`src/design/mpc_pkg.sv`:
```
`default_nettype none
package mpc_pkg;
    localparam int DATA_W = 20;
    localparam int HALF_W = 10;
    localparam int ADDR_W = 4;
    localparam int REG_W = 8;
    localparam int SYNC_BIT = 19;

    localparam logic [ADDR_W-1:0] ADDR_CTRL = 4'h0;
    localparam logic [ADDR_W-1:0] ADDR_STATUS = 4'h1;
    localparam logic [ADDR_W-1:0] ADDR_FLAGS = 4'h2;

    localparam int CTRL_LINK_EN = 0;
    localparam int CTRL_OPT_MODE = 1;
    localparam int CTRL_SEC_INV = 2;
    localparam logic [REG_W-1:0] CTRL_MASK = 8'h07;
    localparam logic [REG_W-1:0] CTRL_RESET = 8'h00;

    localparam int FLAG_CS_HIGH = 0;
    localparam int FLAG_BAD_CFG = 1;
    localparam int FLAG_TX_OVF = 2;
    localparam int FLAG_RX_UNF = 3;
    localparam logic [REG_W-1:0] FLAGS_RESET = 8'h00;

    localparam int STAT_MODE_LSB = 0;
    localparam int STAT_INTERP_LSB = 4;
    localparam int STAT_DONE_BIT = 6;
    localparam int STAT_RUN_BIT = 7;

    localparam logic [3:0] MODE_NUM_NONE = 4'h0;
    localparam logic [3:0] MODE_NUM_FD = 4'h1;
    localparam logic [3:0] MODE_NUM_FD_OPT = 4'h2;
    localparam logic [3:0] MODE_NUM_HALF_DUPLEX_WIDE_MODE = 4'h4;
    localparam logic [3:0] MODE_NUM_HALF_DUPLEX_NARROW_MODE = 4'h7;
    localparam logic [3:0] MODE_NUM_HALF_DUPLEX_NARROW_MODE_OPT = 4'h8;

    localparam logic [1:0] INTERP_1X = 2'h0;
    localparam logic [1:0] INTERP_2X = 2'h1;
    localparam logic [1:0] INTERP_4X = 2'h2;
    localparam logic [1:0] INTERP_RSVD = 2'h3;

    localparam logic [1:0] PLL_BYPASS = 2'h0;
    localparam logic [1:0] PLL_2X = 2'h1;
    localparam logic [1:0] PLL_4X = 2'h2;

    // two synchroniser stages plus one spare cycle before the straps are trusted
    localparam logic [1:0] STRAP_SETTLE_CYC = 2'h3;

    typedef enum logic [1:0] {
        MPC_FULL_DUPLEX,
        MPC_HALF_WIDE,
        MPC_HALF_NARROW
    } mpc_duplex_e;

    typedef struct packed {
        mpc_duplex_e duplex;
        logic [1:0] interp;
        logic [1:0] pll;
        logic bad;
    } mpc_cfg_s;

    typedef struct packed {
        logic ref_clk;
        logic dir;
        logic cs;
        logic duplex;
        logic width;
        logic interp_hi;
        logic interp_lo;
        logic [DATA_W-1:0] data;
    } mpc_pins_s;
endpackage : mpc_pkg
`default_nettype wire

```
`src/design/mpc_sync.sv`:
```
`default_nettype none
module mpc_sync #(
    parameter int W = 1
) (
    input wire logic clk_i,
    input wire logic rst_n_i,
    input wire logic ce_i,
    input wire logic [W-1:0] d_i,
    output logic [W-1:0] q_o
);
    logic [W-1:0] meta_q;

    // first stage feeds only the second stage
    always_ff @(posedge clk_i) begin
        if (!rst_n_i) begin
            meta_q <= '0;
            q_o <= '0;
        end else if (ce_i) begin
            meta_q <= d_i;
            q_o <= meta_q;
        end
    end
endmodule : mpc_sync
`default_nettype wire

```
`src/design/mpc_buf2.sv`:
```
`default_nettype none
module mpc_buf2 #(
    parameter int W = 20
) (
    input wire logic clk_i,
    input wire logic rst_n_i,
    input wire logic ce_i,
    input wire logic in_valid_i,
    input wire logic [W-1:0] in_data_i,
    output logic in_ready_o,
    output logic out_valid_o,
    output logic [W-1:0] out_data_o,
    input wire logic out_ready_i
);
    // head entry is the output register itself, so the drain side sees a flop
    logic [W-1:0] tail_q;
    logic tail_v_q;
    wire push = in_valid_i & in_ready_o;
    wire pop = out_valid_o & out_ready_i;
    wire head_v_d = pop ? (tail_v_q | push) : (out_valid_o | push);
    wire tail_v_d = pop ? (tail_v_q & push) : (tail_v_q | (push & out_valid_o));

    always_ff @(posedge clk_i) begin
        if (!rst_n_i) begin
            out_valid_o <= 1'b0;
            tail_v_q <= 1'b0;
            in_ready_o <= 1'b0;
            out_data_o <= '0;
            tail_q <= '0;
        end else if (ce_i) begin
            out_valid_o <= head_v_d;
            tail_v_q <= tail_v_d;
            in_ready_o <= ~tail_v_d;
            if (pop) begin
                out_data_o <= tail_v_q ? tail_q : in_data_i;
            end else if (push & ~out_valid_o) begin
                out_data_o <= in_data_i;
            end
            if (push & (pop ? tail_v_q : out_valid_o)) begin
                tail_q <= in_data_i;
            end
        end
    end
endmodule : mpc_buf2
`default_nettype wire

```
`src/design/mpc_top.sv`:
```
// The address map and the strobed register port are this design's own decisions.
`default_nettype none
module mpc_top (
    input wire logic CORE_CLK_I,
    input wire logic RST_N_I,
    input wire logic CE_I,
    input wire logic REF_CLOCK_IN_I,
    input wire logic SERIAL_CS_I,
    input wire logic DUPLEX_SELECT_STRAP_I,
    input wire logic INTERP_STRAP_HI_I,
    input wire logic INTERP_STRAP_LO_I,
    input wire logic IFACE_DIR_PIN_I,
    input wire logic SECONDARY_IFACE_CLOCK_I,
    output logic SECONDARY_IFACE_CLOCK_O,
    output logic SECONDARY_IFACE_CLOCK_OE_N_O,
    output logic PRIMARY_IFACE_CLOCK_O,
    input wire logic [mpc_pkg::DATA_W-1:0] DATA_I,
    output logic [mpc_pkg::DATA_W-1:0] DATA_O,
    output logic [mpc_pkg::DATA_W-1:0] DATA_OE_N_O,
    output logic [mpc_pkg::DATA_W-1:0] TX_WORD_O,
    output logic TX_VALID_O,
    input wire logic TX_READY_I,
    input wire logic [mpc_pkg::DATA_W-1:0] RX_WORD_I,
    input wire logic RX_VALID_I,
    output logic RX_READY_O,
    input wire logic [mpc_pkg::ADDR_W-1:0] REG_ADDR_I,
    input wire logic [mpc_pkg::REG_W-1:0] REG_WDATA_I,
    input wire logic REG_WE_I,
    input wire logic REG_RE_I,
    output logic [mpc_pkg::REG_W-1:0] REG_RDATA_O
);
    import mpc_pkg::*;

    typedef enum {
        ST_STRAP_WAIT,
        ST_IDLE,
        ST_RUN
    } mpc_state_e;

    ////////////////////////////////////////////////////////////////////////////////
    // functions

    function automatic mpc_cfg_s decode_straps(input logic duplex, input logic width,
                                               input logic hi, input logic lo);
        mpc_cfg_s c;
        c.duplex = duplex ? MPC_FULL_DUPLEX : (width ? MPC_HALF_NARROW : MPC_HALF_WIDE);
        c.interp = {hi, lo};
        c.bad = 1'b0;
        if (c.interp == INTERP_RSVD) begin
            c.interp = INTERP_2X;
            c.bad = 1'b1;
        end
        // interleaved words cannot be fed at 1x, so fall back to 2x and flag it
        if (c.interp == INTERP_1X && c.duplex != MPC_HALF_WIDE) begin
            c.interp = INTERP_2X;
            c.bad = 1'b1;
        end
        c.pll = (c.interp == INTERP_1X) ? PLL_BYPASS :
                ((c.interp == INTERP_2X) ? PLL_2X : PLL_4X);
        return c;
    endfunction : decode_straps

    function automatic logic [3:0] mode_number(input mpc_duplex_e d, input logic opt);
        logic [3:0] m;
        case (d)
            MPC_FULL_DUPLEX: m = opt ? MODE_NUM_FD_OPT : MODE_NUM_FD;
            MPC_HALF_NARROW: m = opt ? MODE_NUM_HALF_DUPLEX_NARROW_MODE_OPT : MODE_NUM_HALF_DUPLEX_NARROW_MODE;
            default: m = MODE_NUM_HALF_DUPLEX_WIDE_MODE;
        endcase
        return m;
    endfunction : mode_number

    ////////////////////////////////////////////////////////////////////////////////
    // pin synchronisers

    mpc_pins_s pins_raw;
    mpc_pins_s pins_s;

    assign pins_raw = '{ref_clk: REF_CLOCK_IN_I, dir: IFACE_DIR_PIN_I, cs: SERIAL_CS_I,
                        duplex: DUPLEX_SELECT_STRAP_I, width: SECONDARY_IFACE_CLOCK_I,
                        interp_hi: INTERP_STRAP_HI_I, interp_lo: INTERP_STRAP_LO_I,
                        data: DATA_I};

    mpc_sync #(.W($bits(mpc_pins_s))) u_sync (
        .clk_i(CORE_CLK_I),
        .rst_n_i(RST_N_I),
        .ce_i(CE_I),
        .d_i(pins_raw),
        .q_o(pins_s)
    );

    ////////////////////////////////////////////////////////////////////////////////
    // configuration and state

    mpc_state_e st_q, st_d;
    logic [1:0] settle_q;
    mpc_cfg_s cfg_q;
    logic [REG_W-1:0] ctrl_q, flags_q;

    wire settle_done = (settle_q == STRAP_SETTLE_CYC);
    wire strap_latch = (st_q == ST_STRAP_WAIT) & settle_done;
    wire cfg_done = (st_q != ST_STRAP_WAIT);
    wire link_on = (st_q == ST_RUN);
    wire opt_mode = ctrl_q[CTRL_OPT_MODE];
    wire is_fd = (cfg_q.duplex == MPC_FULL_DUPLEX);
    wire is_half_duplex_wide_mode = (cfg_q.duplex == MPC_HALF_WIDE);
    wire is_half_duplex_narrow_mode = (cfg_q.duplex == MPC_HALF_NARROW);
    wire mode2 = is_fd & opt_mode;
    wire mode8 = is_half_duplex_narrow_mode & opt_mode;
    wire [3:0] mode_num = cfg_done ? mode_number(cfg_q.duplex, opt_mode) : MODE_NUM_NONE;
    wire mpc_cfg_s strap_cfg = decode_straps(pins_s.duplex, pins_s.width,
                                             pins_s.interp_hi, pins_s.interp_lo);

    always_comb begin
        st_d = st_q;
        case (st_q)
            ST_STRAP_WAIT: st_d = settle_done ? ST_IDLE : ST_STRAP_WAIT;
            ST_IDLE: st_d = ctrl_q[CTRL_LINK_EN] ? ST_RUN : ST_IDLE;
            ST_RUN: st_d = ctrl_q[CTRL_LINK_EN] ? ST_RUN : ST_IDLE;
            default: st_d = ST_STRAP_WAIT;
        endcase
    end

    // the straps are looked at once; later pin changes are ignored until reset
    always_ff @(posedge CORE_CLK_I) begin
        if (!RST_N_I) begin
            st_q <= ST_STRAP_WAIT;
            settle_q <= '0;
            cfg_q <= '0;
        end else if (CE_I) begin
            st_q <= st_d;
            if (!settle_done) begin
                settle_q <= settle_q + 2'h1;
            end
            if (strap_latch) begin
                cfg_q <= strap_cfg;
            end
        end
    end

    ////////////////////////////////////////////////////////////////////////////////
    // interface clocks

    logic ref_d_q, pri_clk_q, rise_q;
    wire ref_tick = pins_s.ref_clk & ~ref_d_q;
    wire pri_rise = link_on & ref_tick & ~pri_clk_q;
    wire pri_fall = link_on & ref_tick & pri_clk_q;
    wire pri_clk_d = link_on & (pri_clk_q ^ ref_tick);
    wire tx_dir = is_fd | pins_s.dir;
    wire rx_dir = is_fd | ~pins_s.dir;
    wire launch = rise_q & link_on & rx_dir;
    wire tx_cap = pri_fall & tx_dir;

    always_ff @(posedge CORE_CLK_I) begin
        if (!RST_N_I) begin
            ref_d_q <= 1'b0;
            pri_clk_q <= 1'b0;
            rise_q <= 1'b0;
        end else if (CE_I) begin
            ref_d_q <= pins_s.ref_clk;
            pri_clk_q <= pri_clk_d;
            rise_q <= pri_rise;
        end
    end

    assign PRIMARY_IFACE_CLOCK_O = pri_clk_q;

    ////////////////////////////////////////////////////////////////////////////////
    // transmit capture

    logic tx_phase_q;
    logic [HALF_W-1:0] tx_lo_q;
    logic tx_in_ready;
    wire [HALF_W-1:0] tx_half = pins_s.data[HALF_W-1:0];
    wire tx_push = tx_cap & (is_half_duplex_wide_mode | tx_phase_q);
    wire [DATA_W-1:0] tx_word = is_half_duplex_wide_mode ? pins_s.data : {tx_half, tx_lo_q};
    wire tx_ovf = tx_push & ~tx_in_ready;

    always_ff @(posedge CORE_CLK_I) begin
        if (!RST_N_I) begin
            tx_phase_q <= 1'b0;
            tx_lo_q <= '0;
        end else if (CE_I) begin
            if (!link_on) begin
                tx_phase_q <= 1'b0;
            end else if (tx_cap & ~is_half_duplex_wide_mode) begin
                tx_phase_q <= ~tx_phase_q;
                tx_lo_q <= tx_phase_q ? tx_lo_q : tx_half;
            end
        end
    end

    mpc_buf2 #(.W(DATA_W)) u_tx_buf (
        .clk_i(CORE_CLK_I),
        .rst_n_i(RST_N_I),
        .ce_i(CE_I),
        .in_valid_i(tx_push),
        .in_data_i(tx_word),
        .in_ready_o(tx_in_ready),
        .out_valid_o(TX_VALID_O),
        .out_data_o(TX_WORD_O),
        .out_ready_i(TX_READY_I)
    );

    ////////////////////////////////////////////////////////////////////////////////
    // receive launch

    logic rx_valid, rx_phase_q, sync2_q;
    logic [DATA_W-1:0] rx_word;
    wire rx_pop = launch & rx_valid & (is_half_duplex_wide_mode | rx_phase_q);
    wire rx_unf = launch & ~rx_valid;
    wire rx_first = launch & rx_valid & ~rx_phase_q & ~is_half_duplex_wide_mode;
    wire [HALF_W-1:0] rx_half = rx_phase_q ? rx_word[DATA_W-1:HALF_W] : rx_word[HALF_W-1:0];
    wire [HALF_W-1:0] zero_half = '0;
    wire [HALF_W-2:0] zero_gap = '0;
    wire [DATA_W-1:0] all_off = '1;
    wire [DATA_W-1:0] rx_bits = ~rx_valid ? '0 :
                                (is_half_duplex_wide_mode ? rx_word :
                                (is_fd ? {rx_half, zero_half} :
                                {mode8 & ~rx_phase_q, zero_gap, rx_half}));
    wire [DATA_W-1:0] oe_n_d = ~link_on ? all_off :
                               (is_fd ? {zero_half, ~zero_half} :
                               (~rx_dir ? all_off :
                               (is_half_duplex_wide_mode ? ~all_off : {~mode8, ~zero_gap, zero_half})));
    wire sync2_d = launch ? rx_first : sync2_q;
    wire sec_oe_n_d = ~(link_on & is_fd);
    wire sec_o_d = mode2 ? sync2_d : (pri_clk_d ^ ctrl_q[CTRL_SEC_INV]);

    mpc_buf2 #(.W(DATA_W)) u_rx_buf (
        .clk_i(CORE_CLK_I),
        .rst_n_i(RST_N_I),
        .ce_i(CE_I),
        .in_valid_i(RX_VALID_I),
        .in_data_i(RX_WORD_I),
        .in_ready_o(RX_READY_O),
        .out_valid_o(rx_valid),
        .out_data_o(rx_word),
        .out_ready_i(rx_pop)
    );

    // data move only one cycle after the clock rises, leaving the far end a clean edge
    always_ff @(posedge CORE_CLK_I) begin
        if (!RST_N_I) begin
            rx_phase_q <= 1'b0;
            sync2_q <= 1'b0;
            DATA_O <= '0;
            DATA_OE_N_O <= '1;
            SECONDARY_IFACE_CLOCK_O <= 1'b0;
            SECONDARY_IFACE_CLOCK_OE_N_O <= 1'b1;
        end else if (CE_I) begin
            if (!link_on) begin
                rx_phase_q <= 1'b0;
            end else if (launch & rx_valid & ~is_half_duplex_wide_mode) begin
                rx_phase_q <= ~rx_phase_q;
            end
            if (launch) begin
                DATA_O <= rx_bits;
            end
            sync2_q <= sync2_d;
            DATA_OE_N_O <= oe_n_d;
            SECONDARY_IFACE_CLOCK_O <= sec_o_d;
            SECONDARY_IFACE_CLOCK_OE_N_O <= sec_oe_n_d;
        end
    end

    ////////////////////////////////////////////////////////////////////////////////
    // register port

    wire wr_ctrl = REG_WE_I & (REG_ADDR_I == ADDR_CTRL);
    wire wr_flags = REG_WE_I & (REG_ADDR_I == ADDR_FLAGS);
    wire [REG_W-1:0] status = {link_on, cfg_done, cfg_q.interp, mode_num};
    wire [REG_W-1:0] flag_set = {4'h0, rx_unf, tx_ovf, strap_latch & strap_cfg.bad,
                                 cfg_done & pins_s.cs};
    // a new event beats a write-one-to-clear in the same cycle
    wire [REG_W-1:0] flags_d = (flags_q & ~(wr_flags ? REG_WDATA_I : '0)) | flag_set;
    wire [REG_W-1:0] rd_sel = (REG_ADDR_I == ADDR_CTRL) ? ctrl_q :
                              (REG_ADDR_I == ADDR_STATUS) ? status :
                              (REG_ADDR_I == ADDR_FLAGS) ? flags_q : '0;

    always_ff @(posedge CORE_CLK_I) begin
        if (!RST_N_I) begin
            ctrl_q <= CTRL_RESET;
            flags_q <= FLAGS_RESET;
            REG_RDATA_O <= '0;
        end else if (CE_I) begin
            if (wr_ctrl) begin
                ctrl_q <= REG_WDATA_I & CTRL_MASK;
            end
            flags_q <= flags_d;
            REG_RDATA_O <= REG_RE_I ? rd_sel : '0;
        end
    end
endmodule : mpc_top
`default_nettype wire

```
`config.mk`:
```
export PLATFORM = sky130hd
export DESIGN_NAME = mpc_top
export DESIGN_NICKNAME = d
export VERILOG_FILES = /design/src/design/mpc_pkg.sv /design/src/design/mpc_sync.sv /design/src/design/mpc_buf2.sv /design/src/design/mpc_top.sv
export SDC_FILE = /design/constraint.sdc
export NUM_CORES = 1
export LEC_CHECK = 0
export BUFFER_PORTS_ARGS = -buffer_cell sky130_fd_sc_hd__buf_2
export CORE_ASPECT_RATIO = 1.5
export CORE_UTILIZATION = 38
export DETAILED_ROUTE_END_ITERATION = 6
export SETUP_SLACK_MARGIN = 0.15
export SLEW_MARGIN = 30
export SYNTH_ARGS = -nofsm -noshare
export SYNTH_HDL_FRONTEND = slang
export SYNTH_SLANG_ARGS = --single-unit
export TNS_END_PERCENT = 1
```
`constraint.sdc`:
```
create_clock -name CORE_CLK_I -period 4.7 [get_ports CORE_CLK_I]
set_input_delay 0.47 -clock CORE_CLK_I [delete_from_list [all_inputs] [get_ports CORE_CLK_I]]
set_output_delay 0.47 -clock CORE_CLK_I [all_outputs]
set_load 0.05 [all_outputs]
```
Word level (Yosys, flattened, before mapping)
Cells that the tools add are included.
Widths: inputs -> output; s select.
{"block": "classes", "n_addsub": 1, "n_eq_ne": 12, "n_mux": 45, "bitwise": 67, "n_reduce_logical": 21}
{"operator": "$mux 20", "count": 14}
{"operator": "$logic_not 32->1", "count": 2}
{"operator": "$mux 8", "count": 5}
{"operator": "$and 1x1->1", "count": 38}
{"operator": "$eq 32x1->1 const B", "count": 1}
{"operator": "$eq 32x2->1 const B", "count": 1}
{"operator": "$eq 32x3->1 const B", "count": 1}
{"operator": "$reduce_bool 32->1", "count": 1}
{"operator": "$reduce_and 2->1", "count": 10}
{"operator": "$mux 1", "count": 15}
{"operator": "$not 1->1", "count": 14}
{"operator": "$mux 2", "count": 6}
{"operator": "$mux 10", "count": 1}
{"operator": "$or 1x1->1", "count": 10}
{"operator": "$and 8x8->8", "count": 1}
{"operator": "$mux 4", "count": 2}
{"operator": "$not 8->8", "count": 1}
{"operator": "$or 8x4->8", "count": 1}
{"operator": "$pmux 4 s2", "count": 1}
{"operator": "$eq 2x2->1 const B", "count": 3}
{"operator": "$ne 2x1->1 const B", "count": 3}
{"operator": "$eq 4x1->1 const B", "count": 1}
{"operator": "$eq 4x2->1 const B", "count": 1}
{"operator": "$logic_not 2->1", "count": 2}
{"operator": "9 further kinds", "count": 11}
{"block": "word_totals", "ff_bits": 255, "input_bits": 66, "output_inout_bits": 73, "elab_cells": 176}

Logic depth before layout (Yosys ltp)
{"block": "logic_depth", "ltp_word": 11, "ltp_mapped": 10, "depth_no_buf": 7}

By module
Synthesis repeated with hierarchy kept, for this count alone.
{"block": "hier_totals", "cells_unflattened": 1024, "area_unflattened_um2": 9270.1}
{"module": "mpc_top", "instances": 1, "cells_per_inst": 405, "area_per_inst_um2": 3669.8, "seq_area_each_um2": 1361.3}
{"module": "mpc_buf2", "instances": 2, "cells_per_inst": 223, "area_per_inst_um2": 1755.4, "seq_area_each_um2": 860.8}
{"module": "mpc_sync", "instances": 1, "cells_per_inst": 173, "area_per_inst_um2": 2089.5, "seq_area_each_um2": 1081.0}

Least setup slack after synthesis
No wires, ideal clock.
{"block": "synth_path", "path_kind": "flip-flop to flip-flop", "from": "register pri_clk_q, in the netlist PRIMARY_IFACE_CLOCK_O", "to": "register u_tx_buf.tail_q[0]", "setup_ns": 0.116, "arrival_ns": 1.829, "required_time_ns": 4.584, "slack_ns": 2.755, "path_stages_with_launch": 7, "period_less_slack_ns": 1.945, "cell_sequence": "dfxtp_1 > and3b_1 > nand2_1 > a2111oi_2 > buf_2 > nand2_1 > o211a_1"}
{"block": "synth_via", "elab_chain_len": 6}
{"item": "from (decl)", "line": "mpc_top.sv:144", "source": "logic ref_d_q, pri_clk_q, rise_q;"}
{"item": "from (signal assigned)", "line": "mpc_top.sv:161", "source": "pri_clk_q <= pri_clk_d;"}
{"item": "$and 1x1->1", "line": "mpc_top.sv:147", "source": "wire pri_fall = link_on & ref_tick & pri_clk_q;"}
{"item": "$and 1x1->1", "line": "mpc_top.sv:152", "source": "wire tx_cap = pri_fall & tx_dir;"}
{"item": "$and 1x1->1", "line": "mpc_top.sv:175", "source": "wire tx_push = tx_cap & (is_half_duplex_wide_mode | tx_phase_q);"}
{"item": "$and 1x1->1", "line": "mpc_buf2.sv:18", "source": "wire push = in_valid_i & in_ready_o;"}
{"item": "$and 1x1->1", "line": "mpc_buf2.sv:39", "source": "if (push & (pop ? tail_v_q : out_valid_o)) begin"}
{"item": "$reduce_and 2->1 (no line)"}
{"item": "to (signal assigned)", "line": "mpc_buf2.sv:40", "source": "tail_q <= in_data_i;"}
{"item": "to (decl)", "line": "mpc_buf2.sv:16", "source": "logic [W-1:0] tail_q;"}
Every way passes these cells.
A chain may end at the register's enable or synchronous reset.

Worst setup path after layout
{"block": "layout_path", "from": "register cfg_q[6] (netlist name)", "to": "register u_tx_buf.out_data_o[13]"}
{"block": "layout_via", "elab_chain_len": 8, "word_cells_on_any_way": 14, "classes_between": "eq/ne: 1; mux: 4; bitwise: 6; reduce/logical: 3"}
{"item": "from (decl)", "line": "mpc_top.sv:97", "source": "mpc_cfg_s cfg_q;"}
{"item": "from (signal assigned)", "line": "mpc_top.sv:136", "source": "cfg_q <= strap_cfg;"}
{"item": "$logic_not 2->1", "line": "mpc_top.sv:105", "source": "wire is_fd = (cfg_q.duplex == MPC_FULL_DUPLEX);"}
{"item": "$or 1x1->1", "line": "mpc_top.sv:149", "source": "wire tx_dir = is_fd | pins_s.dir;"}
{"item": "$and 1x1->1", "line": "mpc_top.sv:152"}
{"item": "$and 1x1->1", "line": "mpc_top.sv:175"}
{"item": "$and 1x1->1", "line": "mpc_buf2.sv:18"}
{"item": "$and 1x1->1", "line": "mpc_buf2.sv:36", "source": "end else if (push & ~out_valid_o) begin"}
{"item": "$reduce_bool 2->1 (no line)"}
{"item": "$reduce_and 2->1 (no line)"}
{"item": "to (signal assigned)", "line": "mpc_buf2.sv:35", "source": "out_data_o <= tail_v_q ? tail_q : in_data_i;"}
{"item": "to (signal assigned)", "line": "mpc_buf2.sv:37", "source": "out_data_o <= in_data_i;"}
{"item": "to (decl)", "line": "mpc_buf2.sv:12", "source": "output logic [W-1:0] out_data_o,"}
Several ways; a longest one is shown, not always the timed one. The select of a mux whose other input is x is not followed.

==> reports/qor.txt <==
Outcome: complete, no violations
Clock Sinks: 208
# rows: 69
Post-cts resize count: 0
Synthesized net count: 1104
Tcrit/Tclk final: 0.649
Die height: 194 µm
Final hold vios: 0
Htree depth: 1
Synthesized cell area: 9300 µm²
Clock Tree Buf Depth: 3
Fin area: 10800 µm²
Top_reg_cell synth: dfxtp_1
Minimum clock period: 3.05 ns
Largest net degree at the start of global routing: 104
Nets: 1176
Yosys synthesis warning count: 0
DP Area: 10000 µm²
Setup CP Type: reg -> reg
Worst setup SP type: register
PwrDens: 351 nW/µm²
# port buffers: 138
Drt wl/cell: 15.7 µm
FFs w/ async S/R, synth: 0
RSZ-0062 raised after global routing: false
Drt total wl: 22600 µm
Number of global-route vias before repair: 6995
Max VDD drop: 0.000262 V
Die area: 25100 µm²
Hold Crit Class: in -> reg
Count of cell types in the netlist: 56
Most common cell after layout, fill and taps aside: dfxtp_1
Tightest Pin Transition: 0.963 ns
First-pass GRT wire length: 35900 µm
Max Fclk: 328 MHz
Max capacitance violation total: 0
Initial DRC count: 348
Remaining Overflow, GRT: 0
Ports: 139
Placer Congestion: 0.815
Via/cell ratio: 5.13
Slew margin rel.: 0.358
FF-to-FF path depth: 7
Pleak: 4.50 nW
Most frequent cells in the layout: dfxtp_1 (208), nand2_1 (165), buf_2 (136), mux2i_1 (121), nor2b_1 (90)
Total Neg Setup Slack: 0 ns
Layout cells sized above 1: 0.180
# Post-CTS Setup Buffers: 0
Hold depth: 2
Number of flops mapped to enable cells by yosys: 0
Ant diodes: 0
Skew final: 0.0146 ns
Final std cells w/o fill: 1439
Die Span X: 130 µm
TritonCTS Buffers: 22
Final setup fails: 0
Layout Utilization: 0.451
Initial antenna violation count: 0
Clock latency at the later pin of the worst-skew pair: 0.51 ns
Area growth syn-to-layout: 15.6%
CTS root buffer: clkbuf_16
Core Area: 23800 µm²
Syn Area/Cell: 9.00 µm²
Synth Register Bits: 208
HPWL Detailed: 15600 µm
Crit path arrival time: 3.42 ns
Register clock-pin slew on the reported worst setup and hold paths: 0.06 ns
Starting Density: 0.390
GR Util All Layers: 0.179
DR pass1 iterations: 7
Placed Instances: 1401
Setup crit end kind: register
Remaining antenna violation count: 0
Drc violations: 0
Max FO, Critical Path: 25
Gate Count Post-Synth: 1034
Pre-CTS setup slack: 1.69 ns
Post-CTS Hold Fix Bufs: 0
Seq/Total Area, Yosys: 0.448
Vias: 7384
Final setup margin: 1.65 ns
CTS tree: yes
Req. time, crit path: 5.07 ns
Max-slew violation count: 0
[layer usage]
metal | part of all wire | track usage | vias to the layer above
met2 | 0.52 | 0.321 | 156
met4 | 0.028 | 0.0599 | 0
met1 | 0.42 | 0.216 | 3452
met3 | 0.037 | 0.0235 | 42
met5 | 0 | 0 | -
li1 | - | - | 3734
[state kept, by name, indices dropped and copies added, names as in the netlist, 3 cells and up]
name                 count
DATA_O                  20
u_sync.meta_q           27
u_tx_buf.out_data_o     20
cfg_q                    4
flags_q                  8
REG_RDATA_O              8
DATA_OE_N_O              3
ctrl_q                   3
u_rx_buf.tail_q         20
u_rx_buf.out_data_o     20
u_sync.q_o              27
u_tx_buf.tail_q         20
tx_lo_q                 10
[cell families after synthesis]
kind of cell,count (synthesis),synth area share
simple gates,363,0.195
compound gates,214,0.150
flops,208,0.448
mux,130,0.141
buf+inv,111,0.0569
xor+xnor,4,0.00377
fa+ha+maj,4,0.00538
[layout make-up]
cell class	instances	area, µm²
Sequential cell	208	4160
Clock buffer	32	649
Timing Repair Buffer	150	790
Multi-Input combinational cell	715	4660
Clock inverter	6	62.6
Tap cell	319	399
Inverter	9	33.8
Fill cell	2405	13100
[cells in the mapped netlist, drive strengths merged (2+ instances only)]
master | count | share of area
a21oi | 34 | 0.018
o22ai | 2 | 0.0013
nor3 | 17 | 0.0097
ha | 4 | 0.0054
mux2i | 121 | 0.13
xnor2 | 3 | 0.0028
nor2b | 91 | 0.061
and3 | 2 | 0.0013
and2 | 22 | 0.015
nor4 | 2 | 0.0013
mux2 | 9 | 0.011
a211oi | 2 | 0.0016
nand2 | 165 | 0.067
clkbuf | 56 | 0.023
nor3b | 3 | 0.0024
a21boi | 5 | 0.0040
nand3 | 10 | 0.0054
inv | 9 | 0.0036
nor2 | 14 | 0.0056
a31oi | 22 | 0.015
nand4 | 21 | 0.014
dfxtp | 208 | 0.45
o21ai | 71 | 0.038
o21a | 6 | 0.0048
nand2b | 8 | 0.0054
o211a | 20 | 0.022
o211ai | 22 | 0.018
o2bb2ai | 6 | 0.0056
a22oi | 13 | 0.010
buf | 46 | 0.030
[final timing paths]
kind	from	end	slack, ns
worst min-delay path	REG_WDATA_I[5]	flags_q[5]	0.13
worst max-delay path	cfg_q[6]	u_tx_buf.out_data_o[13]	1.65
worst max register to register	cfg_q[6]	u_tx_buf.out_data_o[13]	1.65
worst min register to register	flags_q[4]	flags_q[4]	0.44
[report_power, final]
group / leakage (nW) / internal [mW] / switching [mW] / total [mW]
logic: 2.46 / 0.0957 / 0.125 / 0.220
clock network: 0.353 / 1.01 / 0.702 / 1.71
registers: 1.69 / 1.80 / 0.0370 / 1.84
total: 4.50 / 2.91 / 0.863 / 3.78
[stage by stage]
step	power, mW	hold slack (ns)
after floorplan	2.02	0.412
after global placement	2.10	0.430
after detailed placement	2.10	0.429
after CTS	3.82	0.115
after global routing	3.92	0.125
final	3.78	0.133
[critical path: stages, from the launching register on]
cell      delay, ns
dfxtp_1        0.85
nor2b_2        0.26
buf_4          0.29
o21ai_1        0.33
a2111o_1       0.21
buf_4          0.23
and2_1         0.58
o21ai_1        0.15
Note: power is estimated with default switching activity, not from simulation.
